## src/include/pmc_defines.svh

```systemverilog
// register offsets, field positions, reset values and timing counts
`ifndef PMC_DEFINES_SVH
`define PMC_DEFINES_SVH
`define PMC_OFS_CTRL1 12'h038
`define PMC_OFS_CTRL2 12'h039
`define PMC_OFS_STATUS 12'h03C
`define PMC_OFS_TBASE 12'h040
`define PMC_CTRL1_RESET 8'h00
`define PMC_CTRL2_RESET 8'h80
`define PMC_B_HALT_REQ 7
`define PMC_B_RELSENS 6
`define PMC_B_RETMODE 5
`define PMC_B_PORTHOLD 4
`define PMC_B_WUT_HI 3
`define PMC_B_WUT_LO 2
`define PMC_B_FOSC_EN 7
`define PMC_B_SOSC_EN 6
`define PMC_B_MAINSEL 5
`define PMC_B_CPUHALT 4
`define PMC_B_TGATE 2
`define PMC_B_TB_EN 0
`define PMC_B_TB_IE 1
`define PMC_B_MIE 2
`define PMC_WUT_F0 32'd196608
`define PMC_WUT_F1 32'd65536
`define PMC_WUT_F2 32'd49152
`define PMC_WUT_F3 32'd16384
`define PMC_WUT_S0 32'd24576
`define PMC_WUT_S1 32'd8192
`define PMC_WUT_S2 32'd192
`define PMC_WUT_S3 32'd64
`endif

```

## src/include/pmc_pkg.sv

```systemverilog
// types of the power mode controller
`default_nettype none
package pmc_pkg;
  typedef enum logic [3:0] {
    PMC_FAST1 = 4'h0,
    PMC_FAST1_HALT = 4'h1,
    PMC_FAST2 = 4'h3,
    PMC_FAST2_HALT = 4'h2,
    PMC_LOWCLK_RUN_FASTOSC_ON = 4'h6,
    PMC_LOWCLK_RUN_FASTOSC_ON_HALT = 4'h7,
    PMC_LOWCLK_RUN_FASTOSC_OFF = 4'h5,
    PMC_LOWCLK_RUN_FASTOSC_OFF_HALT = 4'h4,
    PMC_TB_HALT = 4'hC,
    PMC_OSC_HALT = 4'hD,
    PMC_WARMUP = 4'hF
  } pmc_mode_t;
endpackage
`default_nettype wire

```

## src/logic/pmc_top.sv

```systemverilog
// power mode controller with ahb-lite registers
// How it works
// RULE1 - lowclk_run_fastosc_off: fast oscillator off, cpu and peripherals on slow clock
// RULE2 - fast_osc_enable chooses lowclk_run_fastosc_off or lowclk_run_fastosc_on while in slow run
// RULE3 - in slow run or slow halt the divider stages one to six freeze
// RULE4 - dual fast halt keeps oscillators, stops cpu and watchdog, returns to dual run
// RULE5 - lowclk_run_fastosc_off halt stops cpu, watchdog, fast oscillator; returns to lowclk_run_fastosc_off
// RULE6 - lowclk_run_fastosc_on halt equals lowclk_run_fastosc_off halt but fast oscillator keeps running
// RULE7 - periph_clock_gate set in slow mode enters timebase-only halt
// RULE8 - timebase-only halt gates peripherals until time base source falls
// RULE9 - timebase-only halt returns to lowclk_run_fastosc_off, regardless of time_base_enable
// RULE10 - time base enabled at entry sets the latch; service needs three enables
// RULE11 - oscillator-off halt stops all oscillators and holds state
// RULE12 - halt request bit starts it; pin releases by edge or level
// RULE13 - after release the warm-up runs, then execution resumes
// RULE14 - return_mode_select picks fast run (0) or lowclk_run_fastosc_off (1)
// RULE15 - software sets return_mode_select to match the mode it halts from
// RULE16 - a reset ending the halt always returns to single fast run
// RULE17 - ports float unless port_hold_in_halt keeps their levels
// RULE18 - without port hold, port inputs are forced to zero
// RULE19 - warmup_select picks one of four warm-up lengths per return clock
// RULE20 - low two bits of sys_ctrl_reg_one read undefined (here zero)
// RULE21 - key-on wakeup release needs level-sensitive release selected
// RULE22 - halt_pin_port floats in oscillator-off halt whatever port hold says
// RULE23 - after reset the device runs in single fast run
// RULE24 - an interrupt request ends a cpu halt, back to its run mode
// RULE25 - main_clock_select moves cpu between fast and slow clock
// RULE26 - periph_clock_gate clears itself when timebase-only halt ends
// RULE27 - warm-up counts the return clock up to the selected length
//
// The AHB-Lite interface to the registers was left to the implementer.
`default_nettype none
`include "pmc_defines.svh"
module pmc_top
  import pmc_pkg::*;
#(
  parameter int PORT_W = 8,
  parameter int WCW = 18
)(
  input wire logic hclk,
  input wire logic hresetn,
  input wire logic hsel,
  input wire logic [11:0] haddr,
  input wire logic [1:0] htrans,
  input wire logic hwrite,
  input wire logic [2:0] hsize,
  input wire logic [31:0] hwdata,
  input wire logic hready,
  output logic [31:0] hrdata,
  output logic hreadyout,
  output logic hresp,
  input wire logic halt_pin_in,
  input wire logic irq_req_in,
  input wire logic tb_src_in,
  input wire logic fast_tick,
  input wire logic slow_tick,
  input wire logic [PORT_W-1:0] port_out_val,
  input wire logic [PORT_W-1:0] port_in_raw,
  output logic [PORT_W-1:0] port_out,
  output logic [PORT_W-1:0] port_oe_n,
  output logic [PORT_W-1:0] port_in_eff,
  output logic halt_pin_oe_n,
  output logic fast_osc_on,
  output logic slow_osc_on,
  output logic cpu_clk_slow,
  output logic cpu_run,
  output logic wdt_run,
  output logic periph_clk_en,
  output logic div_low_run,
  output logic time_base_int_latch,
  output logic time_base_irq,
  output logic [3:0] mode
);
  typedef struct packed {
    logic [7:0] ctrl1;
    logic [7:0] ctrl2;
    logic [2:0] tbctl;
    logic wr_pend;
    logic [11:0] addr;
    pmc_mode_t md;
    logic ret_slow;
    logic tb_arm;
    logic tb_latch;
    logic rel_armed;
    logic pin_s1;
    logic pin_s2;
    logic pin_s3;
    logic tb_s1;
    logic tb_s2;
    logic tb_s3;
    logic irq_s1;
    logic irq_s2;
    logic [PORT_W-1:0] held;
  } pmc_st_t;
  pmc_st_t s_q, s_d;
  logic wu_start, wu_done;
  logic [31:0] rd;
  logic slow_md, osc_halt;
  pmc_warmup #(.CW(WCW)) u_wu (
    .hclk(hclk),
    .hresetn(hresetn),
    .start(wu_start),
    .to_slow(s_q.ret_slow),
    .sel(s_q.ctrl1[`PMC_B_WUT_HI:`PMC_B_WUT_LO]),
    .fast_tick(fast_tick),
    .slow_tick(slow_tick),
    .done(wu_done)
  );
  assign hreadyout = 1'b1;
  assign hresp = 1'b0;
  assign mode = s_q.md;
  assign osc_halt = (s_q.md == PMC_OSC_HALT);
  assign slow_md = (s_q.md == PMC_LOWCLK_RUN_FASTOSC_OFF) || (s_q.md == PMC_LOWCLK_RUN_FASTOSC_ON) ||
                   (s_q.md == PMC_LOWCLK_RUN_FASTOSC_OFF_HALT) || (s_q.md == PMC_LOWCLK_RUN_FASTOSC_ON_HALT) ||
                   (s_q.md == PMC_TB_HALT);
  always_comb
  begin
    rd = 32'h0000_0000;
    // decoded in the address phase from next state, so a write just landing is seen
    unique case (haddr)
      `PMC_OFS_CTRL1: rd = {24'h000000, s_d.ctrl1[7:2], 2'b00}; // [RULE20]
      `PMC_OFS_CTRL2: rd = {24'h000000, s_d.ctrl2[7:4], 1'b0, s_d.ctrl2[2], 2'b00};
      `PMC_OFS_STATUS: rd = {27'h0000000, s_d.tb_latch, s_d.md};
      `PMC_OFS_TBASE: rd = {29'h00000000, s_d.tbctl};
      default: rd = 32'h0000_0000;
    endcase
  end
  always_comb
  begin
    s_d = s_q;
    wu_start = 1'b0;
    s_d.pin_s1 = halt_pin_in;
    s_d.pin_s2 = s_q.pin_s1;
    s_d.pin_s3 = s_q.pin_s2;
    s_d.tb_s1 = tb_src_in;
    s_d.tb_s2 = s_q.tb_s1;
    s_d.tb_s3 = s_q.tb_s2;
    s_d.irq_s1 = irq_req_in;
    s_d.irq_s2 = s_q.irq_s1;
    s_d.wr_pend = 1'b0;
    if (hsel && hready && htrans[1])
    begin
      s_d.addr = haddr;
      s_d.wr_pend = hwrite;
    end
    else if (hready)
      s_d.addr = 12'hFFF;
    if (s_q.wr_pend)
    begin
      unique case (s_q.addr)
        `PMC_OFS_CTRL1: s_d.ctrl1 = {hwdata[7:2], 2'b00};
        `PMC_OFS_CTRL2: s_d.ctrl2 = {hwdata[7:4], 1'b0, hwdata[2], 2'b00};
        `PMC_OFS_TBASE: s_d.tbctl = hwdata[2:0];
        default: s_d.ctrl1 = s_q.ctrl1;
      endcase
    end
    unique case (s_q.md)
      PMC_FAST1, PMC_FAST2, PMC_LOWCLK_RUN_FASTOSC_OFF, PMC_LOWCLK_RUN_FASTOSC_ON:
      begin
        if (s_d.ctrl1[`PMC_B_HALT_REQ]) // [RULE11] [RULE12]
        begin
          s_d.md = PMC_OSC_HALT;
          s_d.rel_armed = 1'b0;
          s_d.ret_slow = s_d.ctrl1[`PMC_B_RETMODE];
          s_d.held = port_out_val;
        end
        else if (s_d.ctrl2[`PMC_B_TGATE] && (s_q.md == PMC_LOWCLK_RUN_FASTOSC_OFF || s_q.md == PMC_LOWCLK_RUN_FASTOSC_ON))
        begin
          s_d.md = PMC_TB_HALT; // [RULE7] [RULE8]
          s_d.tb_arm = s_q.tbctl[`PMC_B_TB_EN];
        end
        else if (s_d.ctrl2[`PMC_B_CPUHALT])
          unique case (s_q.md)
            PMC_FAST1: s_d.md = PMC_FAST1_HALT;
            PMC_FAST2: s_d.md = PMC_FAST2_HALT; // [RULE4]
            PMC_LOWCLK_RUN_FASTOSC_OFF: s_d.md = PMC_LOWCLK_RUN_FASTOSC_OFF_HALT; // [RULE5]
            default: s_d.md = PMC_LOWCLK_RUN_FASTOSC_ON_HALT; // [RULE6]
          endcase
        else if (s_d.ctrl2[`PMC_B_MAINSEL])
          s_d.md = s_d.ctrl2[`PMC_B_FOSC_EN] ? PMC_LOWCLK_RUN_FASTOSC_ON : PMC_LOWCLK_RUN_FASTOSC_OFF; // [RULE1] [RULE2] [RULE25]
        else
          s_d.md = s_d.ctrl2[`PMC_B_SOSC_EN] ? PMC_FAST2 : PMC_FAST1; // [RULE25]
      end
      PMC_FAST1_HALT, PMC_FAST2_HALT, PMC_LOWCLK_RUN_FASTOSC_OFF_HALT, PMC_LOWCLK_RUN_FASTOSC_ON_HALT:
        if (s_q.irq_s2) // [RULE24]
        begin
          s_d.ctrl2[`PMC_B_CPUHALT] = 1'b0;
          unique case (s_q.md)
            PMC_FAST1_HALT: s_d.md = PMC_FAST1;
            PMC_FAST2_HALT: s_d.md = PMC_FAST2; // [RULE4]
            PMC_LOWCLK_RUN_FASTOSC_OFF_HALT: s_d.md = PMC_LOWCLK_RUN_FASTOSC_OFF; // [RULE5]
            default: s_d.md = PMC_LOWCLK_RUN_FASTOSC_ON; // [RULE6]
          endcase
        end
      PMC_TB_HALT:
        if (s_q.tb_s3 && !s_q.tb_s2) // [RULE8]
        begin
          s_d.md = PMC_LOWCLK_RUN_FASTOSC_OFF; // [RULE9]
          s_d.ctrl2[`PMC_B_TGATE] = 1'b0; // [RULE26]
          s_d.ctrl2[`PMC_B_MAINSEL] = 1'b1;
          s_d.ctrl2[`PMC_B_FOSC_EN] = 1'b0;
          if (s_q.tb_arm)
            s_d.tb_latch = 1'b1; // [RULE10]
        end
      PMC_OSC_HALT:
      begin
        if (!s_q.pin_s2)
          s_d.rel_armed = 1'b1;
        // level mode releases on a high pin, edge mode needs a low first
        if (s_q.pin_s2 && (s_q.rel_armed || s_q.ctrl1[`PMC_B_RELSENS])) // [RULE12]
        begin
          s_d.md = PMC_WARMUP;
          wu_start = 1'b1; // [RULE13]
        end
      end
      PMC_WARMUP:
        if (wu_done) // [RULE13]
        begin
          s_d.ctrl1[`PMC_B_HALT_REQ] = 1'b0;
          s_d.md = s_q.ret_slow ? PMC_LOWCLK_RUN_FASTOSC_OFF : PMC_FAST1; // [RULE14]
          s_d.ctrl2[`PMC_B_MAINSEL] = s_q.ret_slow;
          if (s_q.ret_slow)
            s_d.ctrl2[`PMC_B_FOSC_EN] = 1'b0;
        end
      default: s_d.md = PMC_FAST1;
    endcase
    // software clear through the status register loses to a new set
    if (s_q.wr_pend && s_q.addr == `PMC_OFS_STATUS && hwdata[4] &&
        !(s_q.md == PMC_TB_HALT && s_d.md == PMC_LOWCLK_RUN_FASTOSC_OFF && s_q.tb_arm))
      s_d.tb_latch = 1'b0;
  end
  always_ff @(posedge hclk or negedge hresetn)
  begin
    if (!hresetn)
    begin
      s_q <= '0; // [RULE16] [RULE23]
      s_q.ctrl1 <= `PMC_CTRL1_RESET;
      s_q.ctrl2 <= `PMC_CTRL2_RESET;
      s_q.md <= PMC_FAST1;
      s_q.addr <= 12'hFFF;
    end
    else
      s_q <= s_d;
  end
  always_ff @(posedge hclk or negedge hresetn)
  begin
    if (!hresetn)
      hrdata <= 32'h0000_0000;
    else if (hsel && hready && htrans[1] && !hwrite)
      hrdata <= rd;
    else
      hrdata <= 32'h0000_0000;
  end
  always_comb
  begin
    fast_osc_on = !osc_halt && (s_q.md != PMC_WARMUP || !s_q.ret_slow) &&
                  !(s_q.md == PMC_LOWCLK_RUN_FASTOSC_OFF || s_q.md == PMC_LOWCLK_RUN_FASTOSC_OFF_HALT ||
                    s_q.md == PMC_TB_HALT); // [RULE1] [RULE5] [RULE11]
    slow_osc_on = !osc_halt && (s_q.md != PMC_FAST1) && (s_q.md != PMC_FAST1_HALT);
    cpu_clk_slow = slow_md || (s_q.md == PMC_WARMUP && s_q.ret_slow); // [RULE1]
    cpu_run = (s_q.md == PMC_FAST1) || (s_q.md == PMC_FAST2) ||
              (s_q.md == PMC_LOWCLK_RUN_FASTOSC_OFF) || (s_q.md == PMC_LOWCLK_RUN_FASTOSC_ON);
    wdt_run = cpu_run;
    periph_clk_en = (s_q.md != PMC_TB_HALT) && !osc_halt && (s_q.md != PMC_WARMUP); // [RULE8]
    div_low_run = !slow_md && !osc_halt; // [RULE3]
    time_base_int_latch = s_q.tb_latch;
    time_base_irq = s_q.tb_latch && s_q.tbctl[`PMC_B_MIE] &&
                    s_q.tbctl[`PMC_B_TB_IE] && s_q.tbctl[`PMC_B_TB_EN]; // [RULE10]
    halt_pin_oe_n = osc_halt; // [RULE22]
    for (int i = 0; i < PORT_W; i++)
    begin
      port_out[i] = osc_halt ? s_q.held[i] : port_out_val[i];
      port_oe_n[i] = osc_halt && !s_q.ctrl1[`PMC_B_PORTHOLD]; // [RULE17]
      port_in_eff[i] = (osc_halt && !s_q.ctrl1[`PMC_B_PORTHOLD]) ? 1'b0 : port_in_raw[i]; // [RULE18]
    end
  end
  a_tb_exit: assert property (@(posedge hclk) disable iff (!hresetn)
    (s_q.md == PMC_TB_HALT && s_q.tb_s3 && !s_q.tb_s2) |=> (s_q.md == PMC_LOWCLK_RUN_FASTOSC_OFF &&
    !s_q.ctrl2[`PMC_B_TGATE])) else $error("timebase halt exit wrong"); // [RULE9] [RULE26]
  a_tb_latch: assert property (@(posedge hclk) disable iff (!hresetn)
    (s_q.md == PMC_TB_HALT && s_q.tb_arm && s_q.tb_s3 && !s_q.tb_s2) |=> s_q.tb_latch)
    else $error("time base latch not set"); // [RULE10]
  a_wu_return: assert property (@(posedge hclk) disable iff (!hresetn)
    (s_q.md == PMC_WARMUP && wu_done) |=> (s_q.md == ($past(s_q.ret_slow) ? PMC_LOWCLK_RUN_FASTOSC_OFF :
    PMC_FAST1))) else $error("return mode wrong"); // [RULE14]
  a_port_float: assert property (@(posedge hclk) disable iff (!hresetn)
    osc_halt |-> (halt_pin_oe_n && (port_oe_n == {PORT_W{!s_q.ctrl1[`PMC_B_PORTHOLD]}})))
    else $error("port drive wrong in halt"); // [RULE17] [RULE22]
  a_div_freeze: assert property (@(posedge hclk) disable iff (!hresetn)
    (s_q.md == PMC_LOWCLK_RUN_FASTOSC_OFF) |-> (!div_low_run && !fast_osc_on && cpu_clk_slow))
    else $error("lowclk_run_fastosc_off clocks wrong"); // [RULE1] [RULE3]
  a_halt_wake: assert property (@(posedge hclk) disable iff (!hresetn)
    (s_q.md == PMC_LOWCLK_RUN_FASTOSC_OFF_HALT && s_q.irq_s2) |=> (s_q.md == PMC_LOWCLK_RUN_FASTOSC_OFF && cpu_run))
    else $error("halt wake wrong"); // [RULE5] [RULE24]
  a_osc_off: assert property (@(posedge hclk) disable iff (!hresetn)
    osc_halt |-> (!fast_osc_on && !slow_osc_on && !cpu_run)) else $error("osc not off"); // [RULE11]
  a_pin_zero: assert property (@(posedge hclk) disable iff (!hresetn)
    (osc_halt && !s_q.ctrl1[`PMC_B_PORTHOLD]) |-> (port_in_eff == '0))
    else $error("inputs not forced"); // [RULE18]
endmodule
`default_nettype wire

```

## src/logic/pmc_warmup.sv

```systemverilog
// warm-up counter for halt release
`default_nettype none
`include "pmc_defines.svh"
module pmc_warmup
  import pmc_pkg::*;
#(
  parameter int CW = 18
)(
  input wire logic hclk,
  input wire logic hresetn,
  input wire logic start,
  input wire logic to_slow,
  input wire logic [1:0] sel,
  input wire logic fast_tick,
  input wire logic slow_tick,
  output logic done
);
  typedef struct packed {
    logic run;
    logic [CW-1:0] cnt;
    logic [CW-1:0] lim;
    logic slow;
  } pmc_wu_t;
  pmc_wu_t s_q, s_d;
  logic [31:0] lim_w;
  always_comb
  begin
    unique case ({to_slow, sel})
      3'b000: lim_w = `PMC_WUT_F0;
      3'b001: lim_w = `PMC_WUT_F1;
      3'b010: lim_w = `PMC_WUT_F2;
      3'b011: lim_w = `PMC_WUT_F3;
      3'b100: lim_w = `PMC_WUT_S0;
      3'b101: lim_w = `PMC_WUT_S1;
      3'b110: lim_w = `PMC_WUT_S2;
      default: lim_w = `PMC_WUT_S3;
    endcase
  end
  always_comb
  begin
    s_d = s_q;
    done = s_q.run && (s_q.cnt == s_q.lim);
    if (start)
    begin
      s_d.run = 1'b1;
      s_d.cnt = '0;
      s_d.lim = lim_w[CW-1:0];
      s_d.slow = to_slow;
    end
    else if (done)
      s_d.run = 1'b0;
    else if (s_q.run && (s_q.slow ? slow_tick : fast_tick)) // [RULE27]
      s_d.cnt = s_q.cnt + 1'b1;
  end
  always_ff @(posedge hclk or negedge hresetn)
  begin
    if (!hresetn)
      s_q <= '0;
    else
      s_q <= s_d;
  end
endmodule
`default_nettype wire
```

## config.mk

```make
export PLATFORM = sky130hd
export DESIGN_NAME = pmc_top
export DESIGN_NICKNAME = d
export VERILOG_FILES = /design/src/include/pmc_pkg.sv /design/src/logic/pmc_top.sv /design/src/logic/pmc_warmup.sv
export VERILOG_INCLUDE_DIRS = /design/src /design/src/include
export SDC_FILE = /design/constraint.sdc
export NUM_CORES = 1
export LEC_CHECK = 0
export ABC_AREA = 1
export ABC_CLOCK_PERIOD_IN_PS = 1900
export BUFFER_PORTS_ARGS = -buffer_cell sky130_fd_sc_hd__buf_2
export CAP_MARGIN = 20
export CORE_UTILIZATION = 27
export DETAILED_ROUTE_END_ITERATION = 6
export SYNTH_ARGS = -nofsm -noshare
export SYNTH_HDL_FRONTEND = slang
export SYNTH_SLANG_ARGS = --single-unit
export TNS_END_PERCENT = 50
```

## constraint.sdc

```tcl
create_clock -name hclk -period 1.9 [get_ports hclk]
set_input_delay 0.285 -clock hclk [delete_from_list [all_inputs] [get_ports hclk]]
set_output_delay 0.285 -clock hclk [all_outputs]
set_load 0.005 [all_outputs]
```

# Yosys cells after proc, flatten, opt, wreduce, memory -nomap -nowiden
# Cells that the tools add are included.
dict set report classes {
  add_sub_neg 1
  n_eq_ne 32
  muxes 67
  n_bitwise 1
  reduce_logical 58
}
# cell count
set ops {}
lappend ops {{$pmux 18 s7} 1}
lappend ops {{$eq 12x6->1 const B} 6}
lappend ops {{$mux 1} 38}
lappend ops {{$mux 19} 2}
lappend ops {{$mux 18} 2}
lappend ops {{$mux 32} 1}
lappend ops {{$pmux 8 s4} 1}
lappend ops {{$mux 4} 7}
lappend ops {{$logic_and 1x1->1} 25}
lappend ops {{$eq 12x7->1 const B} 2}
lappend ops {{$mux 12} 2}
lappend ops {{$eq 4x3->1 const B} 5}
lappend ops {{$pmux 4 s5} 1}
lappend ops {{$add 18x1->18 const B} 1}
lappend ops {{$eq 18x18->1} 1}
lappend ops {{$pmux 3 s3} 2}
lappend ops {{$mux 8} 2}
lappend ops {{$eq 4x4->1 const B} 3}
lappend ops {{$logic_or 1x1->1} 12}
lappend ops {{$eq 3x3->1 const B} 3}
lappend ops {{$mux 3} 3}
lappend ops {{$eq 4x2->1 const B} 2}
lappend ops {{$logic_not 1->1} 8}
lappend ops {{$ne 4x4->1 const B} 2}
lappend ops {{16 further kinds} 27}
dict set report totals {
  register_bits 120
  out_inout_bits 72
}

# Longest topological paths before layout
# Gate-level depths: netlist of run 1.
dict set report depth {
  depth_word 17
  mapped_depth 13
  mapped_depth_nobuf 13
}

# Hierarchy
# From an unflattened synthesis of run 1, not the netlist that was laid out.
dict set report hier_totals {
  hier_cells 686
  hier_area_um2 5062.4
}
# module instances cells_per_inst area_per_inst_um2 seq_area_each_um2
set modules_own_cells {}
lappend modules_own_cells {pmc_top 1 422 3286.9 1467.7}
lappend modules_own_cells {pmc_warmup 1 264 1775.5 675.6}

# Worst setup path before layout of run 1
# OpenSTA, ideal clock, no wires.
dict set report synth_path {
  path_type {register -> output}
  startpoint {register s_q, in the netlist mode[1]}
  endpoint {output port_in_eff[0]}
  arrival_ns 1.737
  required_ns 1.615
  setup_slack_ns -0.122
  stages_incl_launch_ff 10
  path_buffers 1
  cell_sequence {dfrtp_1 -> inv_1 -> nand2_1 -> nor2_2 -> inv_2 -> buf_2 -> nor2_1 -> inv_1 -> nand2_1 -> inv_1}
}
dict set report synth_via {
  elab_chain_cells 3
}
# element line
set synth_rtl {}
lappend synth_rtl {{start: declaration} pmc_top.sv:95} ;# pmc_st_t s_q, s_d;
lappend synth_rtl {{$eq 4x4->1} pmc_top.sv:112} ;# assign osc_halt = (s_q.md == PMC_OSC_HALT);
lappend synth_rtl {{via halt_pin_oe_n} pmc_top.sv:62} ;# output logic halt_pin_oe_n,
lappend synth_rtl {{$logic_and 1x1->1} --}
lappend synth_rtl {{via port_oe_n[0]} pmc_top.sv:60} ;# output logic [PORT_W-1:0] port_oe_n,
lappend synth_rtl {{$mux 1} pmc_top.sv:274} ;# port_in_eff[i] = (osc_halt && !s_q.ctrl1[`PMC_B_PORTHOLD]) ? 1'b0 : port_in_raw[i];
lappend synth_rtl {{end: declaration} pmc_top.sv:61} ;# output logic [PORT_W-1:0] port_in_eff,
# The timed path passes the listed nets, and every way through them passes these cells.

# Final worst setup path of run 1
dict set report layout_path {
  startpoint {register s_q, in the netlist mode[0]}
  endpoint {output cpu_clk_slow}
}
dict set report layout_via {
  elab_chain_cells 6
}
# element line
set layout_rtl {}
lappend layout_rtl {{$eq 4x3->1} pmc_top.sv:113} ;# assign slow_md = (s_q.md == PMC_LOWCLK_RUN_FASTOSC_OFF) || (s_q.md == PMC_LOWCLK_RUN_FASTOSC_ON) ||
lappend layout_rtl {{$logic_or 1x1->1 (2 in a row)} pmc_top.sv:113}
lappend layout_rtl {{$logic_or 1x1->1 (2 in a row)} pmc_top.sv:114} ;# (s_q.md == PMC_LOWCLK_RUN_FASTOSC_OFF_HALT) || (s_q.md == PMC_LOWCLK_RUN_FASTOSC_ON_HALT) ||
lappend layout_rtl {{$logic_or 1x1->1 *} pmc_top.sv:260} ;# cpu_clk_slow = slow_md || (s_q.md == PMC_WARMUP && s_q.ret_slow);
lappend layout_rtl {{end: declaration} pmc_top.sv:65} ;# output logic cpu_clk_slow,
# Mark *: on every way between the ends. The rest lies on a longest branch, timed or not.

==> flow_summary.toml, run 1 <==
[worst_setup_path]
critical_path_class = "flop to output pin"
required_ns = 1.62
crit_arrival_ns = 1.59
ff2ff_setup_slack_ns = 0.03
cp-start-kind = "flop"
critPathMaxFanout = 7
endpoint_kind = "output pin"

[grt]
antenna_found_initial = 0
grt_max_degree = 31
grt_util_met1_pct = 17.43
globalRouteMet3Util_pct = 3.429
gr-max-usage-layer = "met2"
track_usage_pct = 14.09
met2_usage_pct = 24.65
grt_pass1_vias = 4354
grt_pass1_wl_um = 21200
grt-ovfl-total = 0

[pwr]
p_leak_nw = 3.493
power.total_mw = 4.223
power_density_mw_per_mm2 = 618.3
peakVddDrop_mv = 0.4642

[timing]
fin_crit_ns = 1.871
skew_ns = 0.008403
maxSlewViolCount = 0
hold_viol = 0
min_period_over_period_pct = 98.46
fmax_mhz = 534.5
rsz0062_at_grt = "true"
setup-violations-final = 0
fin_tns_setup_ns = 0

[route]
viasPerCell = 4.400
drt_first_pass_iters = 6
via_count = 4686
drt-total-wl_um = 13280
ant_nets = 0
drt_iter0_markers = 275
wl_per_cell_um = 12.47
drc = 10

[synth]
yosysTopAreaCellShare_pct = 35.93
yosysSeqAreaShare_pct = 42.74
avgSynthCellArea_um2 = 7.429
synthCells = 675
synth_most_common_cell = "nand2_1"
synth_cell_types = 42
synth_area_leader_cell = "dfrtp_1"
synth.area.top_cells = "dfrtp_1 36%, nand2_1 12%, inv_1 7.0%, dfstp_2 6.8%, buf_4 6.0%"
synth_common_cells = "163 x nand2_1, 93 x inv_1, 77 x nor2_1"
ys_dominant_reg_cell = "dfrtp_1"
synth_edf_count = 0
async_reset_ff_share_pct = 100.0
netlist_area_mm2 = 0.005015
yosys_warnings = 0
ys_seq_elements = 85

[cells_and_area]
drive_above_1_share_pct = 35.41
syn2layout_area_growth_pct = 36.18
fillers = 1901
final_nets = 908
register_area_mm2 = 0.002148
antenna_cells = 0
multi_input_area_mm2 = 0.002529

[die]
start_util_pct = 27.73
fp.dieArea_mm2 = 0.01912
core-area_mm2 = 0.01809
row_count = 49
die_w_um = 138.3
fp.dieH_um = 138.3
io_pins = 147

[job]
max-cap-violations = 0

[cts]
clockRootBuffer = "clkbuf_16"
worst_skew_pair.late_latency_ns = 0.35
clock_path_buffers = 2
clk_pin_slew_ns = 0.06
clock-sinks = 85
cts_tree = "built"
htreeDepth = 3
numCtsBuffers = 9

[run_status]
violations = "DRC"
status = "finished with violations"

[place]
place_congestion = 0.8476
dp_hpwl_um = 10120
io_buffers = 92

[min_path]
hold_path_class = "input port to flop"
## sequential cells by signal (all words and copies together), names as in the netlist
register,flops
s_q,40
u_wu.s_q,27
hrdata,8
s_d,5
mode,4
time_base_int_latch,1
## worst paths after layout
path,endpoint,startpoint,depth (start not counted)
min in group asynchronous,u_wu.s_q[30],hresetn,2
max in group asynchronous,s_q[27],hresetn,3
setup reg to reg,hrdata[1],s_q[29],13
setup / recovery,cpu_clk_slow,mode[0],6
hold reg to reg,s_d[10],s_d[11],0
hold / removal,s_d[11],tb_src_in,1
## kinds of logic (layout without fill, tap and decap cells)
| logic type | count (synthesis) | in the layout | synth area share [%] |
|---|---|---|---|
| AO/OA/AOI/OAI | 91 | 91 | 10.93 |
| multiplexers | 2 | 2 | 0.4241 |
| adder cells (fa/ha/maj) | 2 | 2 | 0.4989 |
| other | 2 | 26 | 0.1498 |
| buffers and inverters | 147 | 284 | 14.22 |
| flip-flops | 85 | 85 | 42.74 |
| AND/OR/NAND/NOR | 337 | 337 | 29.47 |
| XOR/XNOR | 9 | 9 | 1.572 |
## final cells by class
type                    count  share of cell area, %
clock buffers              13                  3.957
clock inverters             3                  1.319
inverters                 100                  5.606
multi-input cells         467                  37.03
flip-flops and latches     85                  31.46
well taps                 229                  4.196
repair buffers            168                  16.43
## what timing repair did
action / in CTS / in global routing
setup endpoints to repair: 33 / 58
hold buffers: 1 / 0
endpoints found under the hold margin: 18 / 0
resized for setup: 21 / 86
setup buffers: 3 / 14
pin swaps: 2 / 24
## worst max-delay path: stages (launching register included)
cell	delay, ns
dfrtp_2	0.45
nand2_2	0.08
inv_2	0.10
nand3_2	0.09
buf_4	0.16
o211ai_1	0.20
buf_2	0.15
## placed cells by master, fill, tap and decap left out, drive strengths merged, types with 3 or more instances in the layout
master  instances
xor2            9
dfstp          13
nor4            8
a22oi           3
nand2         169
conb           26
inv           100
clkbuf         13
buf           167
nand3          45
o21ai          50
a21oi          25
nor3           15
bufinv          3
o22a            4
nor2           83
dfrtp          72
nand4          14
## routing by layer
layer / vias up / part of all wire, %
met1: 2171 / 45
met5: - / 0
li1: 2418 / -
met4: 0 / 0.84
met2: 86 / 50
met3: 11 / 3.7
## power by group
| part | total, mW | switching, mW | internal, mW | leakage, nW |
|---|---|---|---|---|
| sequential | 1.87 | 0.0164 | 1.85 | 0.967 |
| combinational | 0.233 | 0.139 | 0.0943 | 2.35 |
| clock | 2.12 | 0.730 | 1.39 | 0.176 |
| total | 4.22 | 0.885 | 3.34 | 3.49 |
## stage by stage
stage / std cells / hold slack [ns] / setup slack (ns) / instance area [um2] / util [%]
CTS: 1051 / 0.02237 / -0.04110 / 6421 / 35.50
global route: 1065 / 0.01684 / -0.08174 / 6829 / 37.76
finish: 1065 / 0.04029 / 0.02919 / 6829 / 37.76
global placement: 1031 / 0.2566 / -0.004584 / 5979 / 33.06
floorplan: 699 / -0.01059 / 0.03261 / 5107 / -
detailed placement: 1031 / 0.2520 / -0.01979 / 5979 / 33.06
Note: power is estimated with default switching activity, not from simulation.
==> run 2: changes to the inputs <==
==> constraint.sdc (replaced) <==
create_clock -name hclk -period 1.9 [get_ports hclk]
set_input_delay 0.285 -clock hclk [delete_from_list [all_inputs] [get_ports hclk]]
set_output_delay 0.285 -clock hclk [all_outputs]
set_load 0.05 [all_outputs]
==> run 2 against run 1 <==
  * The run ends with DRC, setup timing left
  * Clock power decreased by 20%
  * Clock skew decreased by 0.0029 ns
  * Critical path depth increased by 2
  * Sequential cell count unchanged
  * Count of clock-buffer cells in the layout decreased by 1
  * Largest cell class unchanged
==> flow_summary.toml, run 2 (same netlist as run 1, synthesis figures left out) <==
[timing]
fin_crit_ns = 1.993
whs_ns = 0.04541
rsz0062_at_grt = "true"
tightestPinTransition_ns = 0.5540
setup-violations-final = 11
slew_headroom_pct = 63.07
maxSlewViolCount = 0
fmax_mhz = 501.9
skew_ns = 0.005513
hold_viol = 0
fin_ws_ns = -0.09262
min_period_over_period_pct = 104.9

[route]
viasPerCell = 4.457
drt-total-wl_um = 13650
drt_iter0_markers = 269
ant_nets = 0
drt_first_pass_iters = 7
drc = 7
via_count = 4773
wl_per_cell_um = 12.75

[job]
max-cap-violations = 0

[pwr]
power_frac_clock_pct = 42.4
peakVddDrop_mv = 0.4006
power_switching_mw = 1.051
power_frac_seq_pct = 46.9
p_int_mw = 2.931
combPwrFrac_pct = 10.8
p_leak_nw = 3.566
power_density_mw_per_mm2 = 561.3
switching_share_pct = 26.38

[grt]
grt_max_degree = 40
grt-ovfl-total = 0
grt_pass1_wl_um = 22680
grt_pass1_vias = 4716
antenna_found_initial = 0
track_usage_pct = 14.84

[cells_and_area]
layout_common_cells = "133 x nand2_1, 83 x inv_1, 73 x buf_4"
reg.largest.list = "s_q (40), u_wu.s_q (27), hrdata (8)"
largest_register = "s_q"
syn2layout_area_growth_pct = 41.47
final_common_cell = "nand2_1"
antenna_cells = 0
drive_above_1_share_pct = 37.77
largest_reg_flops = 40
final_nets = 914
postLayoutCellArea_mm2 = 0.007094
fillers = 1846

[place]
dpl_cell_area_mm2 = 0.006148
dp_hpwl_um = 10250
place_congestion = 0.9189
io_buffers = 92

[cts]
cts_tree = "built"
clk_pin_slew_ns = 0.06
htreeDepth = 3
numCtsBuffers = 9
clock_path_buffers = 2
clockRootBuffer = "clkbuf_16"
worst_skew_pair.late_latency_ns = 0.34
clock-sinks = 85

[worst_setup_path]
slowest_delay_ns = 0.44
cp_cell_sequence = "inv_2, nand2_4, nor2_4, inv_6, buf_12, buf_4, o21ai_4, buf_6"
critPathMaxFanout = 8
endpoint_kind = "output pin"
slowest_stage = "dfrtp_2"
ff2ff_setup_slack_ns = -0.03
cp-start-kind = "flop"
crit_arrival_ns = 1.71
required_ns = 1.62
critical_path_class = "flop to output pin"

[min_path]
hold_path_class = "input port to flop"

[die]
die_w_um = 138.3
core-area_mm2 = 0.01809
fp.dieH_um = 138.3
io_pins = 147
fp.dieArea_mm2 = 0.01912
start_util_pct = 27.73
row_count = 49

[run_status]
violations = "DRC, setup timing"
status = "finished with violations"
-- run 2: area by class of cell --
type	instances	area, um2	share of cell area, %
clock buffers	12	256.5	3.616
clock inverters	4	32.53	0.4586
inverters	100	394.1	5.556
multi-input cells	468	2626	37.02
flip-flops and latches	85	2148	30.28
well taps	229	286.5	4.039
repair buffers	173	1350	19.03
-- run 2: path summary, 6_finish.rpt --
path / endpoint / cells past startpoint / start
min: s_d[8] / 1 / irq_req_in
max reg2reg: hrdata[2] / 13 / s_q[28]
min in group asynchronous: u_wu.s_q[22] / 2 / hresetn
max in group asynchronous: mode[1] / 3 / hresetn
max: port_out[0] / 8 / mode[1]
min reg2reg: s_d[10] / 0 / s_d[11]
-- run 2: worst max-delay path: cells and delay by family, from the launching register on --
kind	cells	cell delay, ns
buf+inv	5	0.62
flops	1	0.44
compound gates	1	0.11
simple gates	2	0.19
-- run 2: what timing repair did --
action | CTS | global route
buffers inserted | 7 | 11
cloned | 1 | 1
endpoints found under the hold margin | 23 | 0
resized for setup | 57 | 103
setup endpoints to repair | 39 | 73
pin swaps | 6 | 23
hold buffers | 1 | 0
-- run 2: routing by layer --
metal | global-route usage (%) | share of wire (%) | vias to the layer above
met5 | 0 | 0 | -
met4 | 3.253 | 1.0 | 0
met3 | 3.533 | 4.0 | 13
met2 | 26.18 | 51 | 114
met1 | 18.32 | 44 | 2203
li1 | - | - | 2443
-- run 2: stage by stage --
stage	power (mW)	worst slack (ns)	setup TNS, ns	util, %	instances
2_1_floorplan	2.189	-0.4306	-6.672	-	699
3_3_place_gp	2.290	-0.03989	-0.08768	34.00	1034
3_5_place_dp	2.294	-0.05969	-0.2317	34.00	1034
4_1_cts	4.038	-0.09391	-0.8607	37.01	1059
5_1_grt	4.163	-0.1573	-3.608	39.23	1071
6_report	3.982	-0.09262	-0.2930	39.23	1071
-- run 2: power groups by stage --
stage	clock network, mW	logic [mW]	registers (mW)
5_1_grt	1.83	0.466	1.87
2_1_floorplan	0	0.295	1.89
6_report	1.69	0.430	1.87
3_3_place_gp	0	0.395	1.90
4_1_cts	1.76	0.417	1.86
3_5_place_dp	0	0.397	1.90
